--- src/hall_dsp_defs.svh ---
`ifndef HALL_DSP_DEFS_SVH
`define HALL_DSP_DEFS_SVH

// Register indices of the serial command map
`define ADDR_FIELD_CONFIG 4'h0
`define ADDR_LIN_TC 4'h1
`define ADDR_QUAD_TC 4'h2
`define ADDR_GAIN 4'h3
`define ADDR_ZERO_LEVEL 4'h4
`define ADDR_CLAMP_LOW 4'h5
`define ADDR_CLAMP_HIGH 4'h6
`define ADDR_FREEZE 4'h7
`define ADDR_RAW 4'h8
`define ADDR_TRIM_OSC 4'h9
`define ADDR_TRIM_ADC 4'hA
`define ADDR_TRIM_SPECIAL 4'hB

// Field positions inside field_config
`define SPAN_LSB 0
`define SPAN_MSB 2
`define CUTOFF_LSB 3
`define CUTOFF_MSB 5

// Reset values of the configuration store
`define RST_FIELD_CONFIG 6'h00
`define RST_LIN_TC 10'h000
`define RST_QUAD_TC 8'h00
`define RST_GAIN 14'h0800
`define RST_ZERO_LEVEL 11'h200
`define RST_CLAMP_LOW 10'h000
`define RST_CLAMP_HIGH 11'h7FF
`define RST_TRIM 8'h00

// Telegram geometry and timing
`define ADDR_BITS 5'h04
`define HEAD_BITS 5'h05
`define DATA_BITS 5'h0E
`define REPLY_BITS 5'h0E
`define REPLY_BIT_CYCLES 4'h1

// Gain of one in register units, as a shift
`define GAIN_FRAC 11

// Raw readout limits per cutoff code
`define RAW_LIM_80HZ 14'h0F7F
`define RAW_LIM_160HZ 14'h07C1
`define RAW_LIM_500HZ 14'h14AA
`define RAW_LIM_1KHZ 14'h0A55
`define RAW_LIM_2KHZ 14'h05E7

// Magnitudes of the negative raw readout limits per cutoff code
`define RAW_LO_80HZ 14'h0F80
`define RAW_LO_160HZ 14'h07C1
`define RAW_LO_500HZ 14'h14AC
`define RAW_LO_1KHZ 14'h0A56
`define RAW_LO_2KHZ 14'h05E8

`endif

--- src/hall_dsp_pkg.sv ---
package hall_dsp_pkg;

   typedef enum logic [2:0] {
      ST_IDLE,
      ST_HEAD,
      ST_DATA,
      ST_EXEC,
      ST_REPLY
   } xchg_state_t;

endpackage : hall_dsp_pkg

--- src/sample_fifo.sv ---
`timescale 1ns/1ps

module sample_fifo #(
   parameter int WIDTH = 14,
   parameter int DEPTH = 32
)(
   input wire logic i_sys_clk,
   input wire logic i_rst_n,
   input wire logic i_wr_valid,
   input wire logic [WIDTH-1:0] i_wr_data,
   output logic o_wr_ready,
   output logic o_rd_valid,
   output logic [WIDTH-1:0] o_rd_data,
   input wire logic i_rd_ready
);
   localparam int AW = $clog2(DEPTH);

   logic [WIDTH-1:0] mem_q [DEPTH];
   logic [AW-1:0] wr_ptr_q;
   logic [AW-1:0] rd_ptr_q;
   logic [AW:0] count_q;
   wire push = i_wr_valid && o_wr_ready;
   wire pop = o_rd_valid && i_rd_ready;

   assign o_wr_ready = (count_q != (AW+1)'(DEPTH));
   assign o_rd_valid = (count_q != '0);
   assign o_rd_data = mem_q[rd_ptr_q];

   // Storage carries no reset; empty flag guards stale words
   always_ff @(posedge i_sys_clk)
   begin
      if (push)
         mem_q[wr_ptr_q] <= i_wr_data;
   end

   always_ff @(posedge i_sys_clk or negedge i_rst_n)
   begin
      if (!i_rst_n)
      begin
         wr_ptr_q <= '0;
         rd_ptr_q <= '0;
         count_q <= '0;
      end
      else
      begin
         if (push)
            wr_ptr_q <= (wr_ptr_q == AW'(DEPTH-1)) ? '0 : wr_ptr_q + 1'b1;
         if (pop)
            rd_ptr_q <= (rd_ptr_q == AW'(DEPTH-1)) ? '0 : rd_ptr_q + 1'b1;
         if (push && !pop)
            count_q <= count_q + 1'b1;
         else if (pop && !push)
            count_q <= count_q - 1'b1;
      end
   end

endmodule : sample_fifo

--- src/hall_dsp_config_path.sv ---
`timescale 1ns/1ps
`include "hall_dsp_defs.svh"

// Notes on behaviour
// [RULE1] Once frozen, no register is ever written again; freeze clears only on reset.
// [RULE2] Unfrozen, the programmer rewrites the output characteristic via supply telegrams.
// [RULE3] A valid telegram is executed, then answered serially on the response pin.
// [RULE4] Analog output is off for the whole command exchange.
// [RULE5] Only a device selected through its own output pin takes telegrams.
// [RULE6] Trim registers are writable only in production mode, read-only otherwise.
// [RULE7] Converter value is signed: positive north pole, negative south pole.
// [RULE8] Converter value is low-pass filtered and readable as raw_field_value.
// [RULE9] Output is raw times gain, plus zero level, clamped between limits; the code adds twice zero_level_q.
// [RULE10] Zero raw value yields exactly the programmed zero level; the code gives twice zero_level_q.
// [RULE11] Raw value limits depend on the selected filter cutoff.
// [RULE12] Span code is field_config bits 2:0, driven to the converter.
// [RULE13] Cutoff code is field_config bits 5:3, codes 0 to 4.
// [RULE14] Gain is signed, -4 to 4, one step is 1/2048.
// [RULE15] Gain of one adds full supply per 2048 raw counts.
// [RULE16] Linear and quadratic coefficients drive sensitivity temperature scaling.
// [RULE17] Every path parameter comes from the configuration registers.
// [RULE18] raw_field_value is a 14-bit readable register before gain and clamping.
// [RULE19] Frozen device ignores all supply telegrams, reads included.
// [RULE20] Out-of-range results saturate at the nearest clamp, never wrap.
module hall_dsp_config_path #(
   parameter int RAW_W = 14,
   parameter int FIFO_DEPTH = 32
)(
   input wire logic i_sys_clk,
   input wire logic i_rst_n,
   input wire logic i_adc_valid,
   input wire logic signed [RAW_W-1:0] i_adc_data,
   output logic o_adc_ready,
   input wire logic i_dac_ready,
   output logic o_dac_valid,
   output logic [10:0] o_dac_level,
   output logic o_analog_en,
   input wire logic i_prog_valid,
   input wire logic i_prog_bit,
   input wire logic i_out_select,
   input wire logic i_factory_mode,
   output logic o_resp_bit,
   output logic o_resp_oe_n,
   output logic [2:0] o_span_select,
   output logic [9:0] o_lin_tc,
   output logic [7:0] o_quad_tc,
   output logic [23:0] o_trim,
   output logic o_frozen
);
   // Six fraction bits keep the filter from stalling on small errors
   localparam int ACC_W = RAW_W + 6;

   hall_dsp_pkg::xchg_state_t state_q;
   hall_dsp_pkg::xchg_state_t state_d;

   logic [5:0] field_config_q;
   logic [9:0] lin_tc_q;
   logic [7:0] quad_tc_q;
   logic signed [13:0] gain_q;
   logic signed [10:0] zero_level_q;
   logic [9:0] clamp_low_q;
   logic [10:0] clamp_high_q;
   logic freeze_q;
   logic [7:0] trim_q [3];
   logic signed [RAW_W-1:0] raw_q;
   logic signed [ACC_W-1:0] acc_q;
   logic take_q;
   logic take_late_q;
   logic dac_valid_q;
   logic [10:0] dac_level_q;

   logic [4:0] head_q;
   logic [13:0] data_q;
   logic [4:0] bit_cnt_q;
   logic [13:0] reply_q;
   logic [3:0] tick_q;

   // Converter samples pass through a FIFO so the drain may stall
   wire fifo_valid;
   wire signed [RAW_W-1:0] fifo_data;
   wire take = fifo_valid && i_dac_ready;

   sample_fifo #(
      .WIDTH(RAW_W),
      .DEPTH(FIFO_DEPTH)
   ) u_fifo (
      .i_sys_clk(i_sys_clk),
      .i_rst_n(i_rst_n),
      .i_wr_valid(i_adc_valid),
      .i_wr_data(i_adc_data),
      .o_wr_ready(o_adc_ready),
      .o_rd_valid(fifo_valid),
      .o_rd_data(fifo_data),
      .i_rd_ready(take)
   );

   // First-order low-pass; a larger shift gives a lower cutoff
   wire [2:0] cutoff = field_config_q[`CUTOFF_MSB:`CUTOFF_LSB]; // [RULE13]
   wire [2:0] lp_shift = (cutoff > 3'h4) ? 3'h2 : 3'h6 - cutoff;
   // Sample sign is kept as delivered: north positive, south negative [RULE7]
   wire signed [ACC_W-1:0] x_ext = {fifo_data, 6'h00};
   wire signed [ACC_W-1:0] lp_err = x_ext - acc_q;
   wire signed [ACC_W-1:0] acc_d = acc_q + (lp_err >>> lp_shift); // [RULE8]

   // Codes above 4 are undefined and behave like the widest cutoff
   wire [13:0] raw_lim =
      (cutoff == 3'h0) ? `RAW_LIM_80HZ :
      (cutoff == 3'h1) ? `RAW_LIM_160HZ :
      (cutoff == 3'h2) ? `RAW_LIM_500HZ :
      (cutoff == 3'h3) ? `RAW_LIM_1KHZ : `RAW_LIM_2KHZ;
   // Negative limits mirror the positive ones only at the 160 Hz cutoff
   wire [13:0] raw_lo_mag =
      (cutoff == 3'h0) ? `RAW_LO_80HZ :
      (cutoff == 3'h1) ? `RAW_LO_160HZ :
      (cutoff == 3'h2) ? `RAW_LO_500HZ :
      (cutoff == 3'h3) ? `RAW_LO_1KHZ : `RAW_LO_2KHZ;
   wire signed [RAW_W-1:0] lim_hi = RAW_W'(raw_lim);
   wire signed [RAW_W-1:0] lim_lo = -(RAW_W'(raw_lo_mag));
   wire signed [ACC_W-7:0] acc_int = acc_q[ACC_W-1:6];
   wire signed [RAW_W-1:0] raw_d =
      (acc_int > lim_hi) ? lim_hi :
      (acc_int < lim_lo) ? lim_lo : acc_int; // [RULE11]

   // Gain in 1/2048 units; 2048 raw counts at unity give 2048 DAC codes
   wire signed [27:0] product = raw_q * gain_q; // [RULE14]
   wire signed [16:0] scaled = product[27:`GAIN_FRAC]; // [RULE15]
   // Zero level steps are twice the DAC step
   wire signed [17:0] zero_ext = {{6{zero_level_q[10]}}, zero_level_q, 1'b0};
   // Wide sum cannot wrap, so the clamp below saturates cleanly
   wire signed [17:0] sum = {scaled[16], scaled} + zero_ext; // [RULE9] [RULE10]
   wire signed [17:0] lo_ext = {8'h00, clamp_low_q};
   wire signed [17:0] hi_ext = {7'h00, clamp_high_q};
   wire [10:0] out_level =
      (sum < lo_ext) ? {1'b0, clamp_low_q} :
      (sum > hi_ext) ? clamp_high_q : sum[10:0]; // [RULE20]

   always_ff @(posedge i_sys_clk or negedge i_rst_n)
   begin
      if (!i_rst_n)
      begin
         acc_q <= '0;
         raw_q <= '0;
         take_q <= 1'b0;
         take_late_q <= 1'b0;
      end
      else
      begin
         take_q <= take;
         take_late_q <= take_q;
         if (take)
            acc_q <= acc_d;
         raw_q <= raw_d; // [RULE18]
      end
   end

   always_ff @(posedge i_sys_clk or negedge i_rst_n)
   begin
      if (!i_rst_n)
      begin
         dac_level_q <= 11'h000;
         dac_valid_q <= 1'b0;
      end
      else
      begin
         // Waits for this sample's readout, so level and pulse never lag a sample
         if (take_late_q)
            dac_level_q <= out_level;
         dac_valid_q <= take_late_q;
      end
   end

   // Telegram: R/W bit, 4 address bits, then 14 data bits on writes
   wire selected = i_out_select && !freeze_q; // [RULE5] [RULE19]
   wire bit_in = i_prog_valid && selected;
   wire is_write = head_q[4];
   wire [3:0] addr = head_q[3:0];
   wire exec_wr = (state_q == hall_dsp_pkg::ST_EXEC) && is_write && !freeze_q; // [RULE1]
   wire trim_wr = exec_wr && i_factory_mode; // [RULE6]
   // A partial telegram waits with no timeout; the programmer must finish it
   wire tick_done = (tick_q == `REPLY_BIT_CYCLES - 4'h1);
   wire reply_last = tick_done && (bit_cnt_q == `REPLY_BITS - 5'h01);

   // Unmapped addresses read as zero but are still answered
   wire [13:0] rd_data =
      (addr == `ADDR_FIELD_CONFIG) ? {8'h00, field_config_q} :
      (addr == `ADDR_LIN_TC) ? {4'h0, lin_tc_q} :
      (addr == `ADDR_QUAD_TC) ? {6'h00, quad_tc_q} :
      (addr == `ADDR_GAIN) ? gain_q :
      (addr == `ADDR_ZERO_LEVEL) ? {3'h0, zero_level_q} :
      (addr == `ADDR_CLAMP_LOW) ? {4'h0, clamp_low_q} :
      (addr == `ADDR_CLAMP_HIGH) ? {3'h0, clamp_high_q} :
      (addr == `ADDR_FREEZE) ? {13'h0000, freeze_q} :
      (addr == `ADDR_RAW) ? 14'(raw_q) :
      (addr == `ADDR_TRIM_OSC) ? {6'h00, trim_q[0]} :
      (addr == `ADDR_TRIM_ADC) ? {6'h00, trim_q[1]} :
      (addr == `ADDR_TRIM_SPECIAL) ? {6'h00, trim_q[2]} : 14'h0000;

   // Bits arriving during execute or reply are dropped, not queued
   always_comb
   begin
      state_d = state_q;
      unique case (state_q)
         hall_dsp_pkg::ST_IDLE:
            if (bit_in)
               state_d = hall_dsp_pkg::ST_HEAD;
         hall_dsp_pkg::ST_HEAD:
            if (bit_in && bit_cnt_q == `ADDR_BITS - 5'h01)
               state_d = head_q[3] ? hall_dsp_pkg::ST_DATA : hall_dsp_pkg::ST_EXEC;
         hall_dsp_pkg::ST_DATA:
            if (bit_in && bit_cnt_q == `DATA_BITS - 5'h01)
               state_d = hall_dsp_pkg::ST_EXEC;
         hall_dsp_pkg::ST_EXEC:
            state_d = hall_dsp_pkg::ST_REPLY; // [RULE3]
         hall_dsp_pkg::ST_REPLY:
            if (reply_last)
               state_d = hall_dsp_pkg::ST_IDLE;
      endcase
   end

   // First bit in IDLE is the R/W bit; HEAD counts the address bits
   always_ff @(posedge i_sys_clk or negedge i_rst_n)
   begin
      if (!i_rst_n)
      begin
         state_q <= hall_dsp_pkg::ST_IDLE;
         head_q <= 5'h00;
         data_q <= 14'h0000;
         bit_cnt_q <= 5'h00;
      end
      else
      begin
         state_q <= state_d;
         if (bit_in && (state_q == hall_dsp_pkg::ST_IDLE || state_q == hall_dsp_pkg::ST_HEAD))
            head_q <= {head_q[3:0], i_prog_bit};
         if (bit_in && state_q == hall_dsp_pkg::ST_DATA)
            data_q <= {data_q[12:0], i_prog_bit};
         if (state_d != state_q)
            bit_cnt_q <= 5'h00;
         else if (bit_in || (state_q == hall_dsp_pkg::ST_REPLY && tick_done))
            bit_cnt_q <= bit_cnt_q + 5'h01;
      end
   end

   // Reply shifts out MSB first; writes echo the received data word
   always_ff @(posedge i_sys_clk or negedge i_rst_n)
   begin
      if (!i_rst_n)
      begin
         reply_q <= 14'h0000;
         tick_q <= 4'h0;
      end
      else
      begin
         if (state_q == hall_dsp_pkg::ST_EXEC)
            reply_q <= is_write ? data_q : rd_data;
         else if (state_q == hall_dsp_pkg::ST_REPLY && tick_done)
            reply_q <= {reply_q[12:0], 1'b0};
         if (state_q != hall_dsp_pkg::ST_REPLY || tick_done)
            tick_q <= 4'h0;
         else
            tick_q <= tick_q + 4'h1;
      end
   end

   always_ff @(posedge i_sys_clk or negedge i_rst_n)
   begin
      if (!i_rst_n)
      begin
         field_config_q <= `RST_FIELD_CONFIG;
         lin_tc_q <= `RST_LIN_TC;
         quad_tc_q <= `RST_QUAD_TC;
         gain_q <= `RST_GAIN;
         zero_level_q <= `RST_ZERO_LEVEL;
         clamp_low_q <= `RST_CLAMP_LOW;
         clamp_high_q <= `RST_CLAMP_HIGH;
      end
      else if (exec_wr)
      begin
         if (addr == `ADDR_FIELD_CONFIG)
            field_config_q <= data_q[5:0]; // [RULE2]
         if (addr == `ADDR_LIN_TC)
            lin_tc_q <= data_q[9:0];
         if (addr == `ADDR_QUAD_TC)
            quad_tc_q <= data_q[7:0];
         if (addr == `ADDR_GAIN)
            gain_q <= data_q;
         if (addr == `ADDR_ZERO_LEVEL)
            zero_level_q <= data_q[10:0];
         if (addr == `ADDR_CLAMP_LOW)
            clamp_low_q <= data_q[9:0];
         if (addr == `ADDR_CLAMP_HIGH)
            clamp_high_q <= data_q[10:0];
      end
   end

   // Freeze is one-way for telegrams: only ever set, and only reset clears it
   always_ff @(posedge i_sys_clk or negedge i_rst_n)
   begin
      if (!i_rst_n)
         freeze_q <= 1'b0;
      else if (exec_wr && addr == `ADDR_FREEZE && data_q[0])
         freeze_q <= 1'b1; // [RULE1]
   end

   always_ff @(posedge i_sys_clk or negedge i_rst_n)
   begin
      if (!i_rst_n)
      begin
         trim_q[0] <= `RST_TRIM;
         trim_q[1] <= `RST_TRIM;
         trim_q[2] <= `RST_TRIM;
      end
      else if (trim_wr)
      begin
         if (addr == `ADDR_TRIM_OSC)
            trim_q[0] <= data_q[7:0]; // [RULE6]
         if (addr == `ADDR_TRIM_ADC)
            trim_q[1] <= data_q[7:0];
         if (addr == `ADDR_TRIM_SPECIAL)
            trim_q[2] <= data_q[7:0];
      end
   end

   // Analog output drops as soon as the first telegram bit is taken
   assign o_analog_en = (state_q == hall_dsp_pkg::ST_IDLE); // [RULE4]
   assign o_resp_oe_n = (state_q != hall_dsp_pkg::ST_REPLY);
   // Fourteen shifts drain the reply register, so it reads zero outside a reply
   assign o_resp_bit = reply_q[13];
   assign o_dac_valid = dac_valid_q;
   assign o_dac_level = dac_level_q;
   // Analog front end takes these straight from the store [RULE17]
   assign o_span_select = field_config_q[`SPAN_MSB:`SPAN_LSB]; // [RULE12]
   assign o_lin_tc = lin_tc_q; // [RULE16]
   assign o_quad_tc = quad_tc_q;
   assign o_trim = {trim_q[2], trim_q[1], trim_q[0]};
   assign o_frozen = freeze_q;

endmodule : hall_dsp_config_path

--- config.mk ---
export PLATFORM = sky130hd
export DESIGN_NAME = hall_dsp_config_path
export DESIGN_NICKNAME = d
export VERILOG_FILES = /design/src/hall_dsp_pkg.sv /design/src/sample_fifo.sv /design/src/hall_dsp_config_path.sv
export VERILOG_INCLUDE_DIRS = /design/src
export SDC_FILE = /design/constraint.sdc
export NUM_CORES = 2
export LEC_CHECK = 0
export ABC_AREA = 0
export BUFFER_PORTS_ARGS = -buffer_cell sky130_fd_sc_hd__buf_2
export CORE_UTILIZATION = 50
export DETAILED_ROUTE_END_ITERATION = 7
export PLACE_DENSITY = 0.7
export SLEW_MARGIN = 40
export SYNTH_ARGS = -nofsm -noshare
export SYNTH_HDL_FRONTEND = slang
export SYNTH_SLANG_ARGS = --single-unit
export TNS_END_PERCENT = 20
--- constraint.sdc ---
create_clock -name i_sys_clk -period 10.1 [get_ports i_sys_clk]
set_clock_uncertainty 0.1 [all_clocks]
set_input_delay 1.01 -clock i_sys_clk [delete_from_list [all_inputs] [get_ports i_sys_clk]]
set_output_delay 1.01 -clock i_sys_clk [all_outputs]
set_load 0.02 [all_outputs]
==> qor.csv <==
metric,value,unit
run status,finished clean,
final critical-path share of the clock period,94.8,%
"Min Clock Period, post-route",9.57,ns
ant diodes,0,
most common library cell in the layout ignoring fill and taps,sky130_fd_sc_hd__edfxtp_1,
non-filler instance count after layout,4185,
peak supply drop,0.300,mV
clock buffer count from CTS,70,
number of vias after detailed routing,25000,
Vert. Die Dim,279,um
main combinational cell family by area after synthesis,adder cells,
Max-slew headroom,41.4,%
most common cell type on the critical path,sky130_fd_sc_hd__fa_1,
Max Root-Sink Buffers,3,
antenna-violating nets left,0,
worst hold path type,in2async,
pre-CTS worst setup slack,0.320,ns
x dimension of the die,279,um
Setup crit start kind,register,
"post-synthesis share of cell area spent on full adders, half adders and majority gates",16.2,%
mean instance size in the synthesized netlist,12.7,um^2
number of flops mapped to enable cells by yosys,448,
actual slew at the worst max-slew pin,0.878,ns
first-iteration detailed-routing DRC count,2208,
sequential fraction of the synthesis area,48.3,%
"Net count, final",3507,
HPWL reported at the end of detailed placement,68.7,mm
Wirelength per Cell,23.7,um
cell area after technology mapping,38500,um^2
met2 wire length,50.2,mm
Leak,17.4,nW
Post-CTS Setup Bufs,0,
CTS hold repair buffers,0,
critical path class,reg2reg,
vias in the first global route,25900,
clock transition at the registers of the reported paths,0.06,ns
Post-Synth XOR/XNOR Area,1.77,%
fraction of synthesis flops using an asynchronous set or reset pin,31.3,%
number of antenna violations at the first check in global routing,6,
final routed wirelength across all metal layers,99.2,mm
Ports,84,
TNS Setup,0,ns
post-route worst setup slack,0.527,ns
clock tree from TritonCTS,built,
Worst EP arrival,9.96,ns
count of endpoints failing hold in the final timing report,0,
top routing layer used,met5,
final count of negative-setup-slack endpoints,0,
post-layout util,55.8,%
fmax,104,MHz
GRT Residual Overflow,0,
Post-Route Hold Slack,0.225,ns
CP required,10.48,ns
fraction of layout instances using a drive strength above 1,17.5,%
die outline area,78100,um^2
total placed cells including tap cells,4064,
PostCTS Resize Cnt,0,
row cnt,101,
residual DRC count,0,
drt pass-1 iters,7,
fraction of synthesized area in multiplexers,12.7,%
clk root buf,sky130_fd_sc_hd__clkbuf_16,
Critical-path top delay cell,sky130_fd_sc_hd__fa_1,
syn nets,3442,
Synth Area in Compound Gates,7.44,%
maximum net fanout on the critical path,11,
power density normalized to cell area,281,nW/um^2
Crit. End Element,register,
flip-flop and latch count after synthesis,652,
routed wire length on met3,6.17,mm
vias per inst,5.97,
initial cell density of the core,50.6,%
area share of and/or/nand/nor cells after synthesis,9.12,%
count of H-tree levels built during CTS,3,
pin count of the biggest net entering global routing,78,
main flop type after synthesis,sky130_fd_sc_hd__edfxtp_1,
placeable core area,76100,um^2
relative area change from synthesis to final layout,10.4,%
global-route wire length before repair,153,mm
met1 layer wirelength in the final routing,39.0,mm
Ys Warns,0,
WP buf/inv,6,
synthesized instance count,3041,
count of clock tree sinks,652,
crit-path leading delay family,adder cells,
max-capacitance violation count,0,
max-slew violation total from the final report,0,
GRT Util Overall,25.8,%
Port Buffer Count,83,
distinct cell type count of the synthesized netlist,84,
insertion delay to the later sink of the worst-skew pair,0.64,ns
GP Congestion,0.906,
largest stage delay on the critical path,0.54,ns
"commonest cells after routing, fill and taps aside","sky130_fd_sc_hd__edfxtp_1 (448), sky130_fd_sc_hd__inv_1 (302), sky130_fd_sc_hd__nand2_1 (265)",
==> Yosys cell counts, types with 11 or more instances <==
cell type	count	area share, %
sky130_fd_sc_hd__mux2i_1	42	1.1
sky130_fd_sc_hd__or3_1	13	0.21
sky130_fd_sc_hd__clkbuf_1	115	1.1
sky130_fd_sc_hd__a21o_1	30	0.59
sky130_fd_sc_hd__o21a_1	13	0.25
sky130_fd_sc_hd__xnor2_1	52	1.2
sky130_fd_sc_hd__a21oi_1	112	1.5
sky130_fd_sc_hd__nand4_1	16	0.26
sky130_fd_sc_hd__o21ai_0	118	1.5
sky130_fd_sc_hd__buf_1	13	0.13
sky130_fd_sc_hd__xor2_1	24	0.55
sky130_fd_sc_hd__a31oi_1	20	0.33
sky130_fd_sc_hd__inv_1	302	2.9
sky130_fd_sc_hd__nand2b_1	20	0.33
sky130_fd_sc_hd__mux4_2	148	8.7
sky130_fd_sc_hd__dfrtp_1	191	12
sky130_fd_sc_hd__o21ai_1	20	0.26
sky130_fd_sc_hd__edfxtp_1	448	35
sky130_fd_sc_hd__nand2_1	265	2.6
sky130_fd_sc_hd__nand3_1	42	0.55
sky130_fd_sc_hd__buf_2	11	0.14
sky130_fd_sc_hd__nor2_1	165	1.6
sky130_fd_sc_hd__ha_1	182	5.9
sky130_fd_sc_hd__a211oi_1	23	0.45
sky130_fd_sc_hd__o22ai_1	11	0.18
sky130_fd_sc_hd__nor3_1	38	0.49
sky130_fd_sc_hd__nor2b_1	16	0.26
sky130_fd_sc_hd__mux2_2	100	2.9
sky130_fd_sc_hd__dfstp_2	13	0.89
sky130_fd_sc_hd__and2_1	118	1.9
sky130_fd_sc_hd__and3_1	11	0.18
sky130_fd_sc_hd__fa_1	197	10
==> metrics by stage <==
stage               instance area, um^2  power (mW)
finish                            42500        11.9
CTS                               42400        11.9
floorplan                         38500        7.90
global route                      42500        12.7
detailed placement                40200        9.38
global placement                  40100        9.21
==> cells by family after synthesis <==
family	count (synthesis)
compound gates	451
buf+inv	451
mux	290
flops	652
fa+ha+maj	379
xor+xnor	77
simple gates	740
other cells	1
==> report_power, final <==
part	internal [mW]	switching [mW]
registers	3.15	0.485
logic	2.49	3.29
clock network	1.40	1.09
total	7.05	4.87
==> area by class of cell <==
cell class	count	area, um^2
clock buffer	92	1870
sequential	652	18600
fill	6146	33600
inverter	306	1150
timing repair buffer	138	875
tap	1030	1290
clock inverter	29	349
multi-input combinational	1938	18400
==> sequential cells by signal, indices dropped and copies added (netlist names), 8 cells and up <==
| name | count |
|---|---|
| u_fifo.mem_q | 448 |
| o_trim | 24 |
| acc_q | 20 |
| data_q | 14 |
| gain_q | 14 |
| raw_q | 14 |
| reply_q | 14 |
| clamp_high_q | 11 |
| o_dac_level | 11 |
| zero_level_q | 11 |
| clamp_low_q | 10 |
| o_lin_tc | 10 |
| o_quad_tc | 8 |
==> per-layer routing <==
metal | global-route usage [%] | vias to the layer above
li1 | - | 11000
met1 | 33.3 | 12700
met2 | 44.3 | 1024
met3 | 3.82 | 229
met4 | 9.68 | 10
met5 | 0 | -
==> worst paths after layout <==
check,end,slack (ns),depth (start not counted),startpoint
min reg2reg,take_late_q$_DFF_PN0_,0.37,0,take_q$_DFF_PN0_
min in group i_sys_clk,take_late_q$_DFF_PN0_,0.37,0,take_q$_DFF_PN0_
min,data_q[5]$_DFFE_PN0P_,0.23,1,i_rst_n
max,o_dac_level[0]$_DFFE_PN0P_,0.53,36,gain_q[4]$_DFFE_PN0P_
max reg2reg,o_dac_level[0]$_DFFE_PN0P_,0.53,36,gain_q[4]$_DFFE_PN0P_
max in group asynchronous,head_q[4]$_DFFE_PN0P_,8.51,2,i_rst_n
No activity file was read; power rests on OpenSTA's default activity.
